===== src/rtl/trx_pkg.sv =====
// Constants, register map and types of the receive pattern monitor block
package trx_pkg;
  localparam int CLK_HZ = 40_000_000;
  localparam int MS_PER_S = 1000;
  localparam int MS_CYCLES_DFLT = CLK_HZ / MS_PER_S;
  localparam int SECOND_MS = 1000;
  localparam int RESYNC_STEP_MS = 8;
  localparam int SYNC_MATCH = 32;
  localparam int LOSS_ERR = 4;
  localparam int NUM_SLOTS = 24;

  // Word indexes; byte address is four times the index
  localparam logic [5:0] IDX_PMC = 6'h04;
  localparam logic [5:0] IDX_PAT_LO = 6'h05;
  localparam logic [5:0] IDX_PAT_HI = 6'h06;
  localparam logic [5:0] IDX_SLOT_LO = 6'h07;
  localparam logic [5:0] IDX_SLOT_HI = 6'h08;
  localparam logic [5:0] IDX_MASK = 6'h09;
  localparam logic [5:0] IDX_MODE = 6'h0a;
  localparam logic [5:0] IDX_CMD = 6'h10;
  localparam logic [5:0] IDX_CNT_PAT = 6'h11;
  localparam logic [5:0] IDX_CNT_CRC = 6'h12;

  localparam logic [15:0] RST_PMC = 16'h001f;
  localparam logic [15:0] RST_PAT_LO = 16'h0000;
  localparam logic [15:0] RST_PAT_HI = 16'h0000;
  localparam logic [15:0] RST_SLOT_LO = 16'hffff;
  localparam logic [15:0] RST_SLOT_HI = 16'h00ff;
  localparam logic [15:0] RST_MASK = 16'h0000;
  localparam logic [15:0] RST_MODE = 16'h0000;

  localparam int PMC_EN_BIT = 7;
  localparam int PMC_SEL_LSB = 5;
  localparam int PMC_LEN_LSB = 0;
  localparam int MODE_BUF_BIT = 0;
  localparam int MODE_AUTO_BIT = 1;
  localparam int MODE_DLY_LSB = 2;
  localparam int CMD_FORCE_BIT = 0;
  localparam int CMD_SYNC_BIT = 1;
  localparam int CMD_PEND_BIT = 2;

  localparam int VEC_TMR400 = 11;
  localparam int VEC_CRC = 10;
  localparam int VEC_DENS = 9;
  localparam int VEC_ERRSEC = 3;
  localparam int VEC_SECOND = 2;
  localparam int VEC_LOOP = 1;
  localparam int VEC_PATTERN = 0;

  typedef enum logic [1:0] {
    PSEL_P15 = 2'b00,
    PSEL_P20 = 2'b01,
    PSEL_FIX = 2'b11
  } trx_psel_t;

  typedef enum logic [1:0] {ST_OFF, ST_HUNT, ST_SYNC} trx_chk_state_t;
endpackage


===== src/rtl/trx_err_cnt.sv =====
// Error counter with direct or once-per-second buffered readout
`timescale 1ns/1ps
module trx_err_cnt
  import trx_pkg::*;
(
  input wire logic ref_clk,
  input wire logic rst_n,
  input wire logic evt,
  input wire logic buffered,
  input wire logic second_tick,
  input wire logic rd_clr,
  output logic [15:0] count
);
  logic [15:0] cnt_q;
  logic [15:0] hid_q;

  assign count = cnt_q;

  always_ff @(posedge ref_clk or negedge rst_n)
  begin
    if (!rst_n)
      cnt_q <= 16'h0000;
    else if (!buffered)
    begin
      // An error in the clearing cycle survives the clear
      if (rd_clr)
        cnt_q <= {15'h0000, evt};
      else if (evt && !(&cnt_q))
        cnt_q <= cnt_q + 16'h0001;
    end
    else if (second_tick)
      cnt_q <= hid_q;
  end

  always_ff @(posedge ref_clk or negedge rst_n)
  begin
    if (!rst_n)
      hid_q <= 16'h0000;
    else if (!buffered)
      hid_q <= 16'h0000;
    else if (second_tick)
      hid_q <= {15'h0000, evt};
    else if (evt && !(&hid_q))
      hid_q <= hid_q + 16'h0001;
  end

  property p_rd_clr;
    @(posedge ref_clk) disable iff (!rst_n)
    !buffered && rd_clr && !evt |=> cnt_q == 16'h0000;
  endproperty
  a_rd_clr: assert property (p_rd_clr) else $error("count not cleared");

  property p_copy;
    @(posedge ref_clk) disable iff (!rst_n)
    buffered && second_tick |=> cnt_q == $past(hid_q) && hid_q <= 16'h0001;
  endproperty
  a_copy: assert property (p_copy) else $error("buffered copy wrong");
endmodule


===== src/rtl/trx_prbs_chk.sv =====
// Pattern synchronizer and comparator for PRBS and fixed patterns
`timescale 1ns/1ps
module trx_prbs_chk
  import trx_pkg::*;
(
  input wire logic ref_clk,
  input wire logic rst_n,
  input wire logic enable,
  input wire logic [1:0] sel,
  input wire logic [4:0] len,
  input wire logic [31:0] pattern,
  input wire logic bit_vld,
  input wire logic bit_in,
  output logic sync,
  output logic err
);
  trx_chk_state_t st_q;
  trx_chk_state_t st_d;
  logic [19:0] hist_q;
  logic [4:0] idx_q;
  logic [4:0] run_q;
  logic [1:0] bad_q;
  logic sync_q;
  logic err_q;
  logic active;
  logic expect_bit;
  logic hit;

  // Reserved select code leaves the monitor idle
  assign active = enable && (sel == PSEL_P15 || sel == PSEL_P20 ||
    sel == PSEL_FIX);
  assign hit = bit_in == expect_bit;
  assign sync = sync_q;
  assign err = err_q;

  always_comb
  begin
    unique case (sel)
      PSEL_P15: expect_bit = hist_q[14] ^ hist_q[13];
      PSEL_P20: expect_bit = hist_q[19] ^ hist_q[16];
      default: expect_bit = pattern[idx_q];
    endcase
  end

  always_comb
  begin
    st_d = st_q;
    if (!active)
      st_d = ST_OFF;
    else
      unique case (st_q)
        ST_OFF: st_d = ST_HUNT;
        ST_HUNT:
          if (bit_vld && hit && run_q == 5'(SYNC_MATCH - 1))
            st_d = ST_SYNC;
        ST_SYNC:
          if (bit_vld && !hit && bad_q == 2'(LOSS_ERR - 1))
            st_d = ST_HUNT;
      endcase
  end

  always_ff @(posedge ref_clk or negedge rst_n)
  begin
    if (!rst_n)
      st_q <= ST_OFF;
    else
      st_q <= st_d;
  end

  always_ff @(posedge ref_clk or negedge rst_n)
  begin
    if (!rst_n)
      sync_q <= 1'b0;
    else
      sync_q <= st_d == ST_SYNC;
  end

  // Self-synchronising: history holds received bits, not a local LFSR
  always_ff @(posedge ref_clk or negedge rst_n)
  begin
    if (!rst_n)
      hist_q <= 20'h00000;
    else if (bit_vld)
      hist_q <= {hist_q[18:0], bit_in};
  end

  always_ff @(posedge ref_clk or negedge rst_n)
  begin
    if (!rst_n)
      idx_q <= 5'h00;
    else if (st_q == ST_OFF)
      idx_q <= len;
    else if (bit_vld)
    begin
      if (st_q == ST_HUNT && !hit)
        idx_q <= len;
      else if (idx_q == 5'h00)
        idx_q <= len;
      else
        idx_q <= idx_q - 5'h01;
    end
  end

  always_ff @(posedge ref_clk or negedge rst_n)
  begin
    if (!rst_n)
      run_q <= 5'h00;
    else if (st_q != ST_HUNT)
      run_q <= 5'h00;
    else if (bit_vld)
      run_q <= hit ? run_q + 5'h01 : 5'h00;
  end

  always_ff @(posedge ref_clk or negedge rst_n)
  begin
    if (!rst_n)
    begin
      bad_q <= 2'h0;
      err_q <= 1'b0;
    end
    else
    begin
      err_q <= st_q == ST_SYNC && bit_vld && !hit;
      if (st_q != ST_SYNC || (bit_vld && hit))
        bad_q <= 2'h0;
      else if (bit_vld)
        bad_q <= bad_q + 2'h1;
    end
  end

  property p_off;
    @(posedge ref_clk) disable iff (!rst_n)
    !enable |=> !sync_q ##1 !sync_q;
  endproperty
  a_off: assert property (p_off) else $error("sync while disabled");

  property p_lock;
    @(posedge ref_clk) disable iff (!rst_n)
    active && st_q == ST_HUNT && bit_vld && hit &&
      run_q == 5'(SYNC_MATCH - 1) |=> sync_q;
  endproperty
  a_lock: assert property (p_lock) else $error("no lock");

  property p_err;
    @(posedge ref_clk) disable iff (!rst_n)
    err_q |-> $past(st_q) == ST_SYNC && $past(bit_vld);
  endproperty
  a_err: assert property (p_err) else $error("error outside sync");

  property p_wrap;
    @(posedge ref_clk) disable iff (!rst_n)
    st_q == ST_SYNC && st_d == ST_SYNC && bit_vld && idx_q == 5'h00
      |=> idx_q == $past(len);
  endproperty
  a_wrap: assert property (p_wrap) else $error("pattern wrap wrong");
endmodule


===== src/rtl/trx_top.sv =====
// Receive pattern monitor, interrupt mask and resync control, one channel
// What this block does
// - With the enable bit set the synchronizer locks to the chosen pattern; cleared, it idles.
// - Select 00 picks 2^15-1, 01 picks 2^20-1, 11 the fixed pattern, 10 is reserved.
// - The fixed pattern is length field plus one bits long, top used bit first.
// - In sync the fixed pattern is compared top bit down to bit 0, repeating until disabled or until 4 errors in a row drop sync.
// - The 32-bit fixed pattern sits in a low-word and a high-word register.
// - Only slots whose select bit is set are monitored, joined into one stream.
// - A set mask bit suppresses its interrupt vector; a clear one lets it through.
// - Mask bits 11 down to 0 cover 400 ms timer through pattern-monitor status.
// - A generated vector does not itself drive the interrupt pin.
// - The resync delay is (field plus one) times 8 ms.
// - With auto check on, resync starts by itself after the delay unless software began one.
// - Unbuffered counters count live and clear when a read of them ends.
// - Buffered counters count hidden and are copied and reset once per second.
// - A change of any receive status level can raise a vector, subject to the mask.
//
// Added by the designer: register access over Avalon-MM.
`timescale 1ns/1ps
module trx_top
  import trx_pkg::*;
#(
  parameter int MS_CYCLES = MS_CYCLES_DFLT
)
(
  input wire logic ref_clk,
  input wire logic rst_n,
  input wire logic [7:0] avs_address,
  input wire logic avs_read,
  input wire logic avs_write,
  input wire logic [31:0] avs_writedata,
  output logic [31:0] avs_readdata,
  output logic avs_waitrequest,
  input wire logic rx_bit,
  input wire logic rx_bit_en,
  input wire logic [4:0] rx_slot,
  input wire logic [6:0] rx_alarm_lvl,
  input wire logic rx_crc_evt,
  input wire logic rx_tmr400_evt,
  input wire logic rx_lof,
  output logic [11:0] irq_vector,
  output logic resync_start,
  output logic pattern_sync,
  output logic pattern_error
);
  localparam int MS_W = $clog2(MS_CYCLES + 1);

  logic wait_q;
  logic [31:0] rdata_q;
  logic [31:0] rd_d;
  logic [7:0] pmc_q;
  logic [15:0] pat_lo_q;
  logic [15:0] pat_hi_q;
  logic [15:0] slot_lo_q;
  logic [7:0] slot_hi_q;
  logic [11:0] mask_q;
  logic [4:0] mode_q;
  logic force_q;
  logic [5:0] idx;
  logic wr;
  logic rd;
  logic [23:0] slot_mask;
  logic slot_sel;
  logic vld_q;
  logic bit_q;
  logic sync;
  logic err;
  logic [15:0] cnt_pat;
  logic [15:0] cnt_crc;
  logic [MS_W-1:0] ms_cnt_q;
  logic ms_tick;
  logic [9:0] sec_cnt_q;
  logic second_q;
  logic errsec_q;
  logic errsec_evt_q;
  logic lof_q;
  logic pend_q;
  logic [6:0] dly_q;
  logic [6:0] dly_end;
  logic resync_q;
  logic [7:0] lvl_q;
  logic [7:0] chg;
  logic [11:0] src;
  logic [11:0] vec_q;

  assign idx = avs_address[7:2];
  assign wr = avs_write && !wait_q;
  assign rd = avs_read && !wait_q;
  assign avs_readdata = rdata_q;
  assign avs_waitrequest = wait_q;
  assign irq_vector = vec_q;
  assign resync_start = resync_q;
  assign pattern_sync = sync;
  assign pattern_error = err;

  // One wait cycle per access; idle waitrequest stays high
  always_ff @(posedge ref_clk or negedge rst_n)
  begin
    if (!rst_n)
      wait_q <= 1'b1;
    else
      wait_q <= !((avs_read || avs_write) && wait_q);
  end

  always_comb
  begin
    rd_d = 32'h00000000;
    unique case (idx)
      IDX_PMC: rd_d[7:0] = pmc_q;
      IDX_PAT_LO: rd_d[15:0] = pat_lo_q;
      IDX_PAT_HI: rd_d[15:0] = pat_hi_q;
      IDX_SLOT_LO: rd_d[15:0] = slot_lo_q;
      IDX_SLOT_HI: rd_d[7:0] = slot_hi_q;
      IDX_MASK: rd_d[11:0] = mask_q;
      IDX_MODE: rd_d[4:0] = mode_q;
      IDX_CMD:
      begin
        rd_d[CMD_SYNC_BIT] = sync;
        rd_d[CMD_PEND_BIT] = pend_q;
      end
      IDX_CNT_PAT: rd_d[15:0] = cnt_pat;
      IDX_CNT_CRC: rd_d[15:0] = cnt_crc;
      default: rd_d = 32'h00000000;
    endcase
  end

  always_ff @(posedge ref_clk or negedge rst_n)
  begin
    if (!rst_n)
      rdata_q <= 32'h00000000;
    else if (avs_read && wait_q)
      rdata_q <= rd_d;
  end

  always_ff @(posedge ref_clk or negedge rst_n)
  begin
    if (!rst_n)
    begin
      pmc_q <= RST_PMC[7:0];
      pat_lo_q <= RST_PAT_LO;
      pat_hi_q <= RST_PAT_HI;
    end
    else if (wr && idx == IDX_PMC)
      pmc_q <= avs_writedata[7:0];
    else if (wr && idx == IDX_PAT_LO)
      pat_lo_q <= avs_writedata[15:0];
    else if (wr && idx == IDX_PAT_HI)
      pat_hi_q <= avs_writedata[15:0];
  end

  always_ff @(posedge ref_clk or negedge rst_n)
  begin
    if (!rst_n)
    begin
      slot_lo_q <= RST_SLOT_LO;
      slot_hi_q <= RST_SLOT_HI[7:0];
    end
    else if (wr && idx == IDX_SLOT_LO)
      slot_lo_q <= avs_writedata[15:0];
    else if (wr && idx == IDX_SLOT_HI)
      slot_hi_q <= avs_writedata[7:0];
  end

  always_ff @(posedge ref_clk or negedge rst_n)
  begin
    if (!rst_n)
    begin
      mask_q <= RST_MASK[11:0];
      mode_q <= RST_MODE[4:0];
    end
    else if (wr && idx == IDX_MASK)
      mask_q <= avs_writedata[11:0];
    else if (wr && idx == IDX_MODE)
      mode_q <= avs_writedata[4:0];
  end

  // Force command is self-clearing
  always_ff @(posedge ref_clk or negedge rst_n)
  begin
    if (!rst_n)
      force_q <= 1'b0;
    else
      force_q <= wr && idx == IDX_CMD && avs_writedata[CMD_FORCE_BIT];
  end

  // Slots beyond the mask width are never monitored
  assign slot_mask = {slot_hi_q, slot_lo_q};
  assign slot_sel = rx_slot < 5'(NUM_SLOTS) && slot_mask[rx_slot];

  always_ff @(posedge ref_clk or negedge rst_n)
  begin
    if (!rst_n)
    begin
      vld_q <= 1'b0;
      bit_q <= 1'b0;
    end
    else
    begin
      vld_q <= rx_bit_en && slot_sel;
      bit_q <= rx_bit;
    end
  end

  trx_prbs_chk u_chk (
    .ref_clk(ref_clk),
    .rst_n(rst_n),
    .enable(pmc_q[PMC_EN_BIT]),
    .sel(pmc_q[PMC_SEL_LSB +: 2]),
    .len(pmc_q[PMC_LEN_LSB +: 5]),
    .pattern({pat_hi_q, pat_lo_q}),
    .bit_vld(vld_q),
    .bit_in(bit_q),
    .sync(sync),
    .err(err)
  );

  trx_err_cnt u_cnt_pat (
    .ref_clk(ref_clk),
    .rst_n(rst_n),
    .evt(err),
    .buffered(mode_q[MODE_BUF_BIT]),
    .second_tick(second_q),
    .rd_clr(rd && idx == IDX_CNT_PAT),
    .count(cnt_pat)
  );

  trx_err_cnt u_cnt_crc (
    .ref_clk(ref_clk),
    .rst_n(rst_n),
    .evt(rx_crc_evt),
    .buffered(mode_q[MODE_BUF_BIT]),
    .second_tick(second_q),
    .rd_clr(rd && idx == IDX_CNT_CRC),
    .count(cnt_crc)
  );

  assign ms_tick = ms_cnt_q == MS_W'(MS_CYCLES - 1);

  always_ff @(posedge ref_clk or negedge rst_n)
  begin
    if (!rst_n)
      ms_cnt_q <= '0;
    else
      ms_cnt_q <= ms_tick ? '0 : ms_cnt_q + MS_W'(1);
  end

  always_ff @(posedge ref_clk or negedge rst_n)
  begin
    if (!rst_n)
    begin
      sec_cnt_q <= 10'h000;
      second_q <= 1'b0;
    end
    else
    begin
      second_q <= ms_tick && sec_cnt_q == 10'(SECOND_MS - 1);
      if (ms_tick)
        sec_cnt_q <= sec_cnt_q == 10'(SECOND_MS - 1) ? 10'h000 :
          sec_cnt_q + 10'h001;
    end
  end

  // A CRC error in the tick cycle still marks the ending second
  always_ff @(posedge ref_clk or negedge rst_n)
  begin
    if (!rst_n)
    begin
      errsec_q <= 1'b0;
      errsec_evt_q <= 1'b0;
    end
    else
    begin
      errsec_evt_q <= second_q && (errsec_q || rx_crc_evt);
      errsec_q <= second_q ? 1'b0 : errsec_q || rx_crc_evt;
    end
  end

  assign dly_end = 7'(({4'h0, mode_q[MODE_DLY_LSB +: 3]} + 7'h01) *
    7'(RESYNC_STEP_MS) - 7'h01);

  // Pending ends on software force, on expiry, or when frame returns
  always_ff @(posedge ref_clk or negedge rst_n)
  begin
    if (!rst_n)
    begin
      lof_q <= 1'b0;
      pend_q <= 1'b0;
      dly_q <= 7'h00;
      resync_q <= 1'b0;
    end
    else
    begin
      lof_q <= rx_lof;
      resync_q <= force_q || (pend_q && ms_tick && dly_q == dly_end);
      if (force_q || !rx_lof || (ms_tick && dly_q == dly_end))
        pend_q <= 1'b0;
      else if (rx_lof && !lof_q && mode_q[MODE_AUTO_BIT])
        pend_q <= 1'b1;
      if (!pend_q)
        dly_q <= 7'h00;
      else if (ms_tick)
        dly_q <= dly_q + 7'h01;
    end
  end

  assign chg = {rx_alarm_lvl, sync} ^ lvl_q;

  always_ff @(posedge ref_clk or negedge rst_n)
  begin
    if (!rst_n)
      lvl_q <= 8'h00;
    else
      lvl_q <= {rx_alarm_lvl, sync};
  end

  always_comb
  begin
    src = 12'h000;
    src[VEC_TMR400] = rx_tmr400_evt;
    src[VEC_CRC] = rx_crc_evt;
    src[VEC_DENS -: 6] = chg[7:2];
    src[VEC_ERRSEC] = errsec_evt_q;
    src[VEC_SECOND] = second_q;
    src[VEC_LOOP] = chg[1];
    src[VEC_PATTERN] = chg[0];
  end

  // Vectors only; pin assertion belongs to the interrupt controller
  always_ff @(posedge ref_clk or negedge rst_n)
  begin
    if (!rst_n)
      vec_q <= 12'h000;
    else
      vec_q <= src & ~mask_q;
  end

  property p_mask;
    @(posedge ref_clk) disable iff (!rst_n)
    1'b1 |=> (vec_q & $past(mask_q)) == 12'h000;
  endproperty
  a_mask: assert property (p_mask) else $error("masked vector seen");

  property p_second_vec;
    @(posedge ref_clk) disable iff (!rst_n)
    second_q && !mask_q[VEC_SECOND] |=> vec_q[VEC_SECOND];
  endproperty
  a_second_vec: assert property (p_second_vec) else $error("no tick vector");

  property p_gate;
    @(posedge ref_clk) disable iff (!rst_n)
    rx_bit_en && rx_slot >= 5'(NUM_SLOTS) |=> !vld_q;
  endproperty
  a_gate: assert property (p_gate) else $error("bad slot passed");

  property p_resync;
    @(posedge ref_clk) disable iff (!rst_n)
    resync_q |-> $past(force_q) || $past(pend_q && ms_tick);
  endproperty
  a_resync: assert property (p_resync) else $error("spurious resync");

  property p_tick;
    @(posedge ref_clk) disable iff (!rst_n)
    second_q |=> !second_q [*8];
  endproperty
  a_tick: assert property (p_tick) else $error("tick too close");
endmodule


===== config.mk =====
export PLATFORM = sky130hd
export DESIGN_NAME = trx_top
export DESIGN_NICKNAME = d
export VERILOG_FILES = /design/src/rtl/trx_pkg.sv /design/src/rtl/trx_err_cnt.sv /design/src/rtl/trx_prbs_chk.sv /design/src/rtl/trx_top.sv
export SDC_FILE = /design/constraint.sdc
export NUM_CORES = 1
export LEC_CHECK = 0
export BUFFER_PORTS_ARGS = -buffer_cell sky130_fd_sc_hd__buf_2
export CORE_ASPECT_RATIO = 2
export CORE_MARGIN = 2
export CORE_UTILIZATION = 54
export CTS_BUF_LIST = sky130_fd_sc_hd__clkbuf_16
export DETAILED_ROUTE_END_ITERATION = 8
export PLACE_DENSITY = 0.8
export REMOVE_ABC_BUFFERS = 1
export SYNTH_ARGS = -nofsm -noshare
export SYNTH_HDL_FRONTEND = slang
export SYNTH_SLANG_ARGS = --single-unit

===== constraint.sdc =====
create_clock -name ref_clk -period 2.55 [get_ports ref_clk]
set_clock_uncertainty 0.05 [all_clocks]
set_input_delay 0.51 -clock ref_clk [delete_from_list [all_inputs] [get_ports ref_clk]]
set_output_delay 0.51 -clock ref_clk [all_outputs]
set_load 0.02 [all_outputs]

==> impl_metrics.csv <==
group,metric,value,unit
detailed_routing,viasPerCell,6.27,
floorplanning,pin_count,109,
yosys,syn_inst,1232,
yosys,synth_area_per_cell,10.6,sq um
clock_network,htreeDepth,1,
global_route,grt_max_degree,74,
flow_run,cap_violations,0,
detailed_routing,num_vias,10600,
pwr,p_leak,6.90,nW
worst_hold_path,min_to,"bit_q",
timing,min_period,2470,ps
floorplanning,initial_core_util,54.9,%
clock_network,cts_tree,"built",
timing,finalCritPeriodShare,97.0,%
pwr,intPower,0.00732,W
worst_setup_path,end_kind,"flop",
pwr,powerDensity,644,nW/um^2
outcome,status,"completed",
finish,final_util,64.5,%
worst_setup_path,r2r-start,"ms_cnt_q[0]",
pwr,pwr-share-seq,47.2,%
worst_setup_path,cp_data_required_time,2960,ps
worst_setup_path,startpoint,"ms_cnt_q[0]",
clock_network,clkTransAtPathRegs,70,ps
placed_design,dp_hpwl,26300,um
floorplanning,die_area,25600,sq um
timing,timing.fmax,404,MHz
timing,tightest_slew,612,ps
worst_setup_path,worstSetupPathType,"flop to flop",
yosys,netlist_area,13100,sq um
clock_network,cts_made_buffers,24,
worst_hold_path,hold_depth,1,
floorplanning,rows,80,
timing,rsz0062_at_grt,"false",
detailed_routing,drt-initial-drc-count,766,
yosys,ys_types,72,
pwr,power_frac_clock,40.0,%
yosys,synth-seq-cells,260,
finish,drive_gt1_share,28.6,%
yosys,synthArstFlopShare,100,%
placed_design,finalWeightedCongestion,0.918,
global_route,overflow,0,
timing,setup_viol,0,
finish,diodes,0,
worst_setup_path,cp.arrival,2880,ps
yosys,synth_edf_count,0,
global_route,grt_pass1_vias,11000,
worst_setup_path,reg2reg_slack,80,ps
clock_network,clock-sinks,260,
pwr,p_sw_share,26.0,%
clock_network,clkLatencyLatePin,530,ps
floorplanning,fp.dieW,114,um
floorplanning,fp.dieH,224,um
detailed_routing,wl_per_cell,21.6,um
pwr,peakVddDrop,0.000399,V
clock_network,clk_path_buf_depth,3,
yosys,ys_seq_area_share,50.0,%
pwr,p_comb_share,12.8,%
finish,ff_latch_area,6550,sq um
detailed_routing,ant_nets,0,
finish,synthToLayoutAreaGrowth,17.5,%
floorplanning,core_area,23800,sq um
clock_network,ctsRootBufferMaster,"clkbuf_16",
global_route,antenna_found_initial,1,
worst_setup_path,ff2ff_path_depth,7,
timing,finalSetupTns,0,ps
global_route,track_usage,28.8,%
global_route,grt_pass1_wl,57700,um
timing,drv_slew,0,
detailed_routing,routed_wl,36400,um
worst_setup_path,r2r_end,"sec_cnt_q[7]",
worst_hold_path,min_from,"rx_bit",
finish,nets,1458,
worst_setup_path,critPathMaxFanout,5,
finish,fillers,1798,
detailed_routing,first_pass_iters,7,
detailed_routing,drc,0,
yosys,yosysWarnings,0,
timing,max_slew_margin,59.2,%
pwr,p_switching,0.00258,W
placed_design,port_buffers,74,
worst_hold_path,hold_path_class,"input port to flop",
timing,finalHoldViolCount,0,
finish,multi_input_area,6220,sq um
yosys,synth_flop_cell,"dfrtp_1",
worst_setup_path,worstSetupStartpointType,"flop",
==> cells in the mapped netlist (4+ instances only) <==
library cell	n	area (sq um)
mux2_2	110	1240
a211oi_1	6	45.0
buf_4	18	135
a31oi_1	10	62.6
and4_1	5	43.8
nand4_1	23	144
a21oi_1	67	335
mux4_2	10	225
o21a_1	4	30.0
a22o_1	9	78.8
and3_1	24	150
a222oi_1	10	100
dfstp_2	30	788
nor4_1	8	50.1
ha_1	15	188
o211ai_1	4	30.0
mux2i_1	23	230
a21o_1	9	67.6
inv_1	25	93.8
o21ai_0	84	420
a32oi_1	6	52.6
nor3b_1	4	30.0
nor2_1	76	285
xnor2_1	35	307
dfrtp_1	230	5760
buf_1	4	15.0
a22oi_1	19	143
a311oi_1	8	70.1
nand2b_1	13	81.3
nand2_1	93	349
xor2_1	20	175
and2_1	12	75.1
clkbuf_1	50	188
nor4b_1	4	35.0
nor3_1	20	100
nor2b_1	21	131
a21boi_0	4	30.0
a221o_1	5	50.1
nand3_1	45	225
or3_1	19	119
nand3b_1	5	37.5
==> area by class of cell <==
class / instances / area share (%)
well taps: 287 / 2.34
clock buffers: 25 / 4.07
inverters: 25 / 0.611
multi-input cells: 886 / 40.5
clock inverters: 19 / 1.56
repair buffers: 185 / 8.32
flip-flops and latches: 260 / 42.6
==> power groups by stage <==
stage                     clock, W  combinational [W]  sequential (W)
after floorplan                  0           0.000635         0.00468
after global placement           0            0.00119         0.00470
after detailed placement         0            0.00123         0.00472
after CTS                  0.00402            0.00124         0.00465
after global routing       0.00416            0.00139         0.00468
final                      0.00396            0.00127         0.00467
==> cells by family (layout without fill, tap and decap cells) <==
family                     after synthesis  after routing  share of synthesized area [%]
muxes                                  143            143                           13.0
AOI/OAI and AO/OA                      272            272                           13.3
DFF                                    260            260                           50.0
and+or+nand+nor                        385            385                           15.0
buffers and inverters                  101            254                           3.50
adders and majority gates               15             15                           1.44
other                                    1             16                         0.0287
xor gates and xnor gates                55             55                           3.68
==> timing repair <==
item                                   CTS  global route
endpoints found under the hold margin   55             0
setup endpoints to repair                4            21
hold buffers                             1             0
pin swaps                                0             5
setup buffers                            0             6
gates resized for setup                  3            20
==> through the flow <==
stage	hold WS, ps	total power, W	setup slack (ps)	instance area, sq um	cells
finish	39.8	0.00990	76.3	15400	1687
global placement	378	0.00589	-82.8	14400	1636
floorplan	164	0.00531	-1030	12800	1171
CTS	26.5	0.00991	5.53	15300	1681
global route	35.8	0.0102	1.64	15400	1687
detailed placement	390	0.00595	-132	14400	1636
==> worst max-delay path, cell delays in order (launching register included) <==
cell     delay [ps]
dfrtp_1         350
ha_2            200
and3_4          210
nand3_1         110
or4_4           590
or3_4           410
or3_1           340
a21oi_2         140
==> layout by cell type (no fill, tap or decap), types with 7 or more instances in the layout <==
cell         n
nor2b_1     21
and2_1      12
ha_1        14
xor2_1      20
nor3_1      19
buf_4      105
buf_2       73
nor2_1      75
nand4_1     23
a311oi_1     8
dfstp_2     30
clkbuf_16   25
mux2i_1     18
or3_1       18
a22o_1       9
nand2b_1    13
nand2_1     91
dfrtp_1    229
a31oi_1     10
inv_1       28
mux2_2     110
mux4_2      10
o21ai_0     82
conb_1      16
a21oi_1     65
a222oi_1    10
and3_1      23
a21o_1       8
nor4_1       7
xnor2_1     35
nand3_1     43
a22oi_1     19
==> worst max path at each step <==
stage / end / slack, ps / cells after the start
floorplan: u_cnt_pat.count[5] / -1030 / 7
global placement: u_cnt_pat.count[5] / -80 / 9
detailed placement: u_cnt_pat.count[4] / -130 / 9
CTS: sec_cnt_q[7] / 6 / 7
global route: sec_cnt_q[7] / 2 / 7
finish: sec_cnt_q[7] / 80 / 7
==> sequential cells by signal, summed over array words and instances, names as in the netlist, 5 cells and up <==
signal / cells
avs_readdata: 16
dly_q: 7
irq_vector: 12
lvl_q: 8
mask_q: 12
mode_q: 5
ms_cnt_q: 16
pat_hi_q: 16
pat_lo_q: 16
pmc_q: 8
sec_cnt_q: 10
slot_hi_q: 8
slot_lo_q: 16
u_chk.hist_q: 20
u_chk.idx_q: 5
u_chk.run_q: 5
u_cnt_crc.count: 16
u_cnt_crc.hid_q: 16
u_cnt_pat.count: 16
u_cnt_pat.hid_q: 16
==> per-layer routing <==
layer | up-vias | track usage [%] | wire [um] | share of wire (%)
met5 | - | 0 | 0 | 0
met4 | 0 | 18.6 | 2700 | 7.4
met3 | 158 | 3.57 | 1880 | 5.1
met2 | 416 | 53.0 | 19600 | 54
met1 | 5228 | 30.2 | 12300 | 34
li1 | 4768 | - | - | -
(Power assumes the default switching activity.)
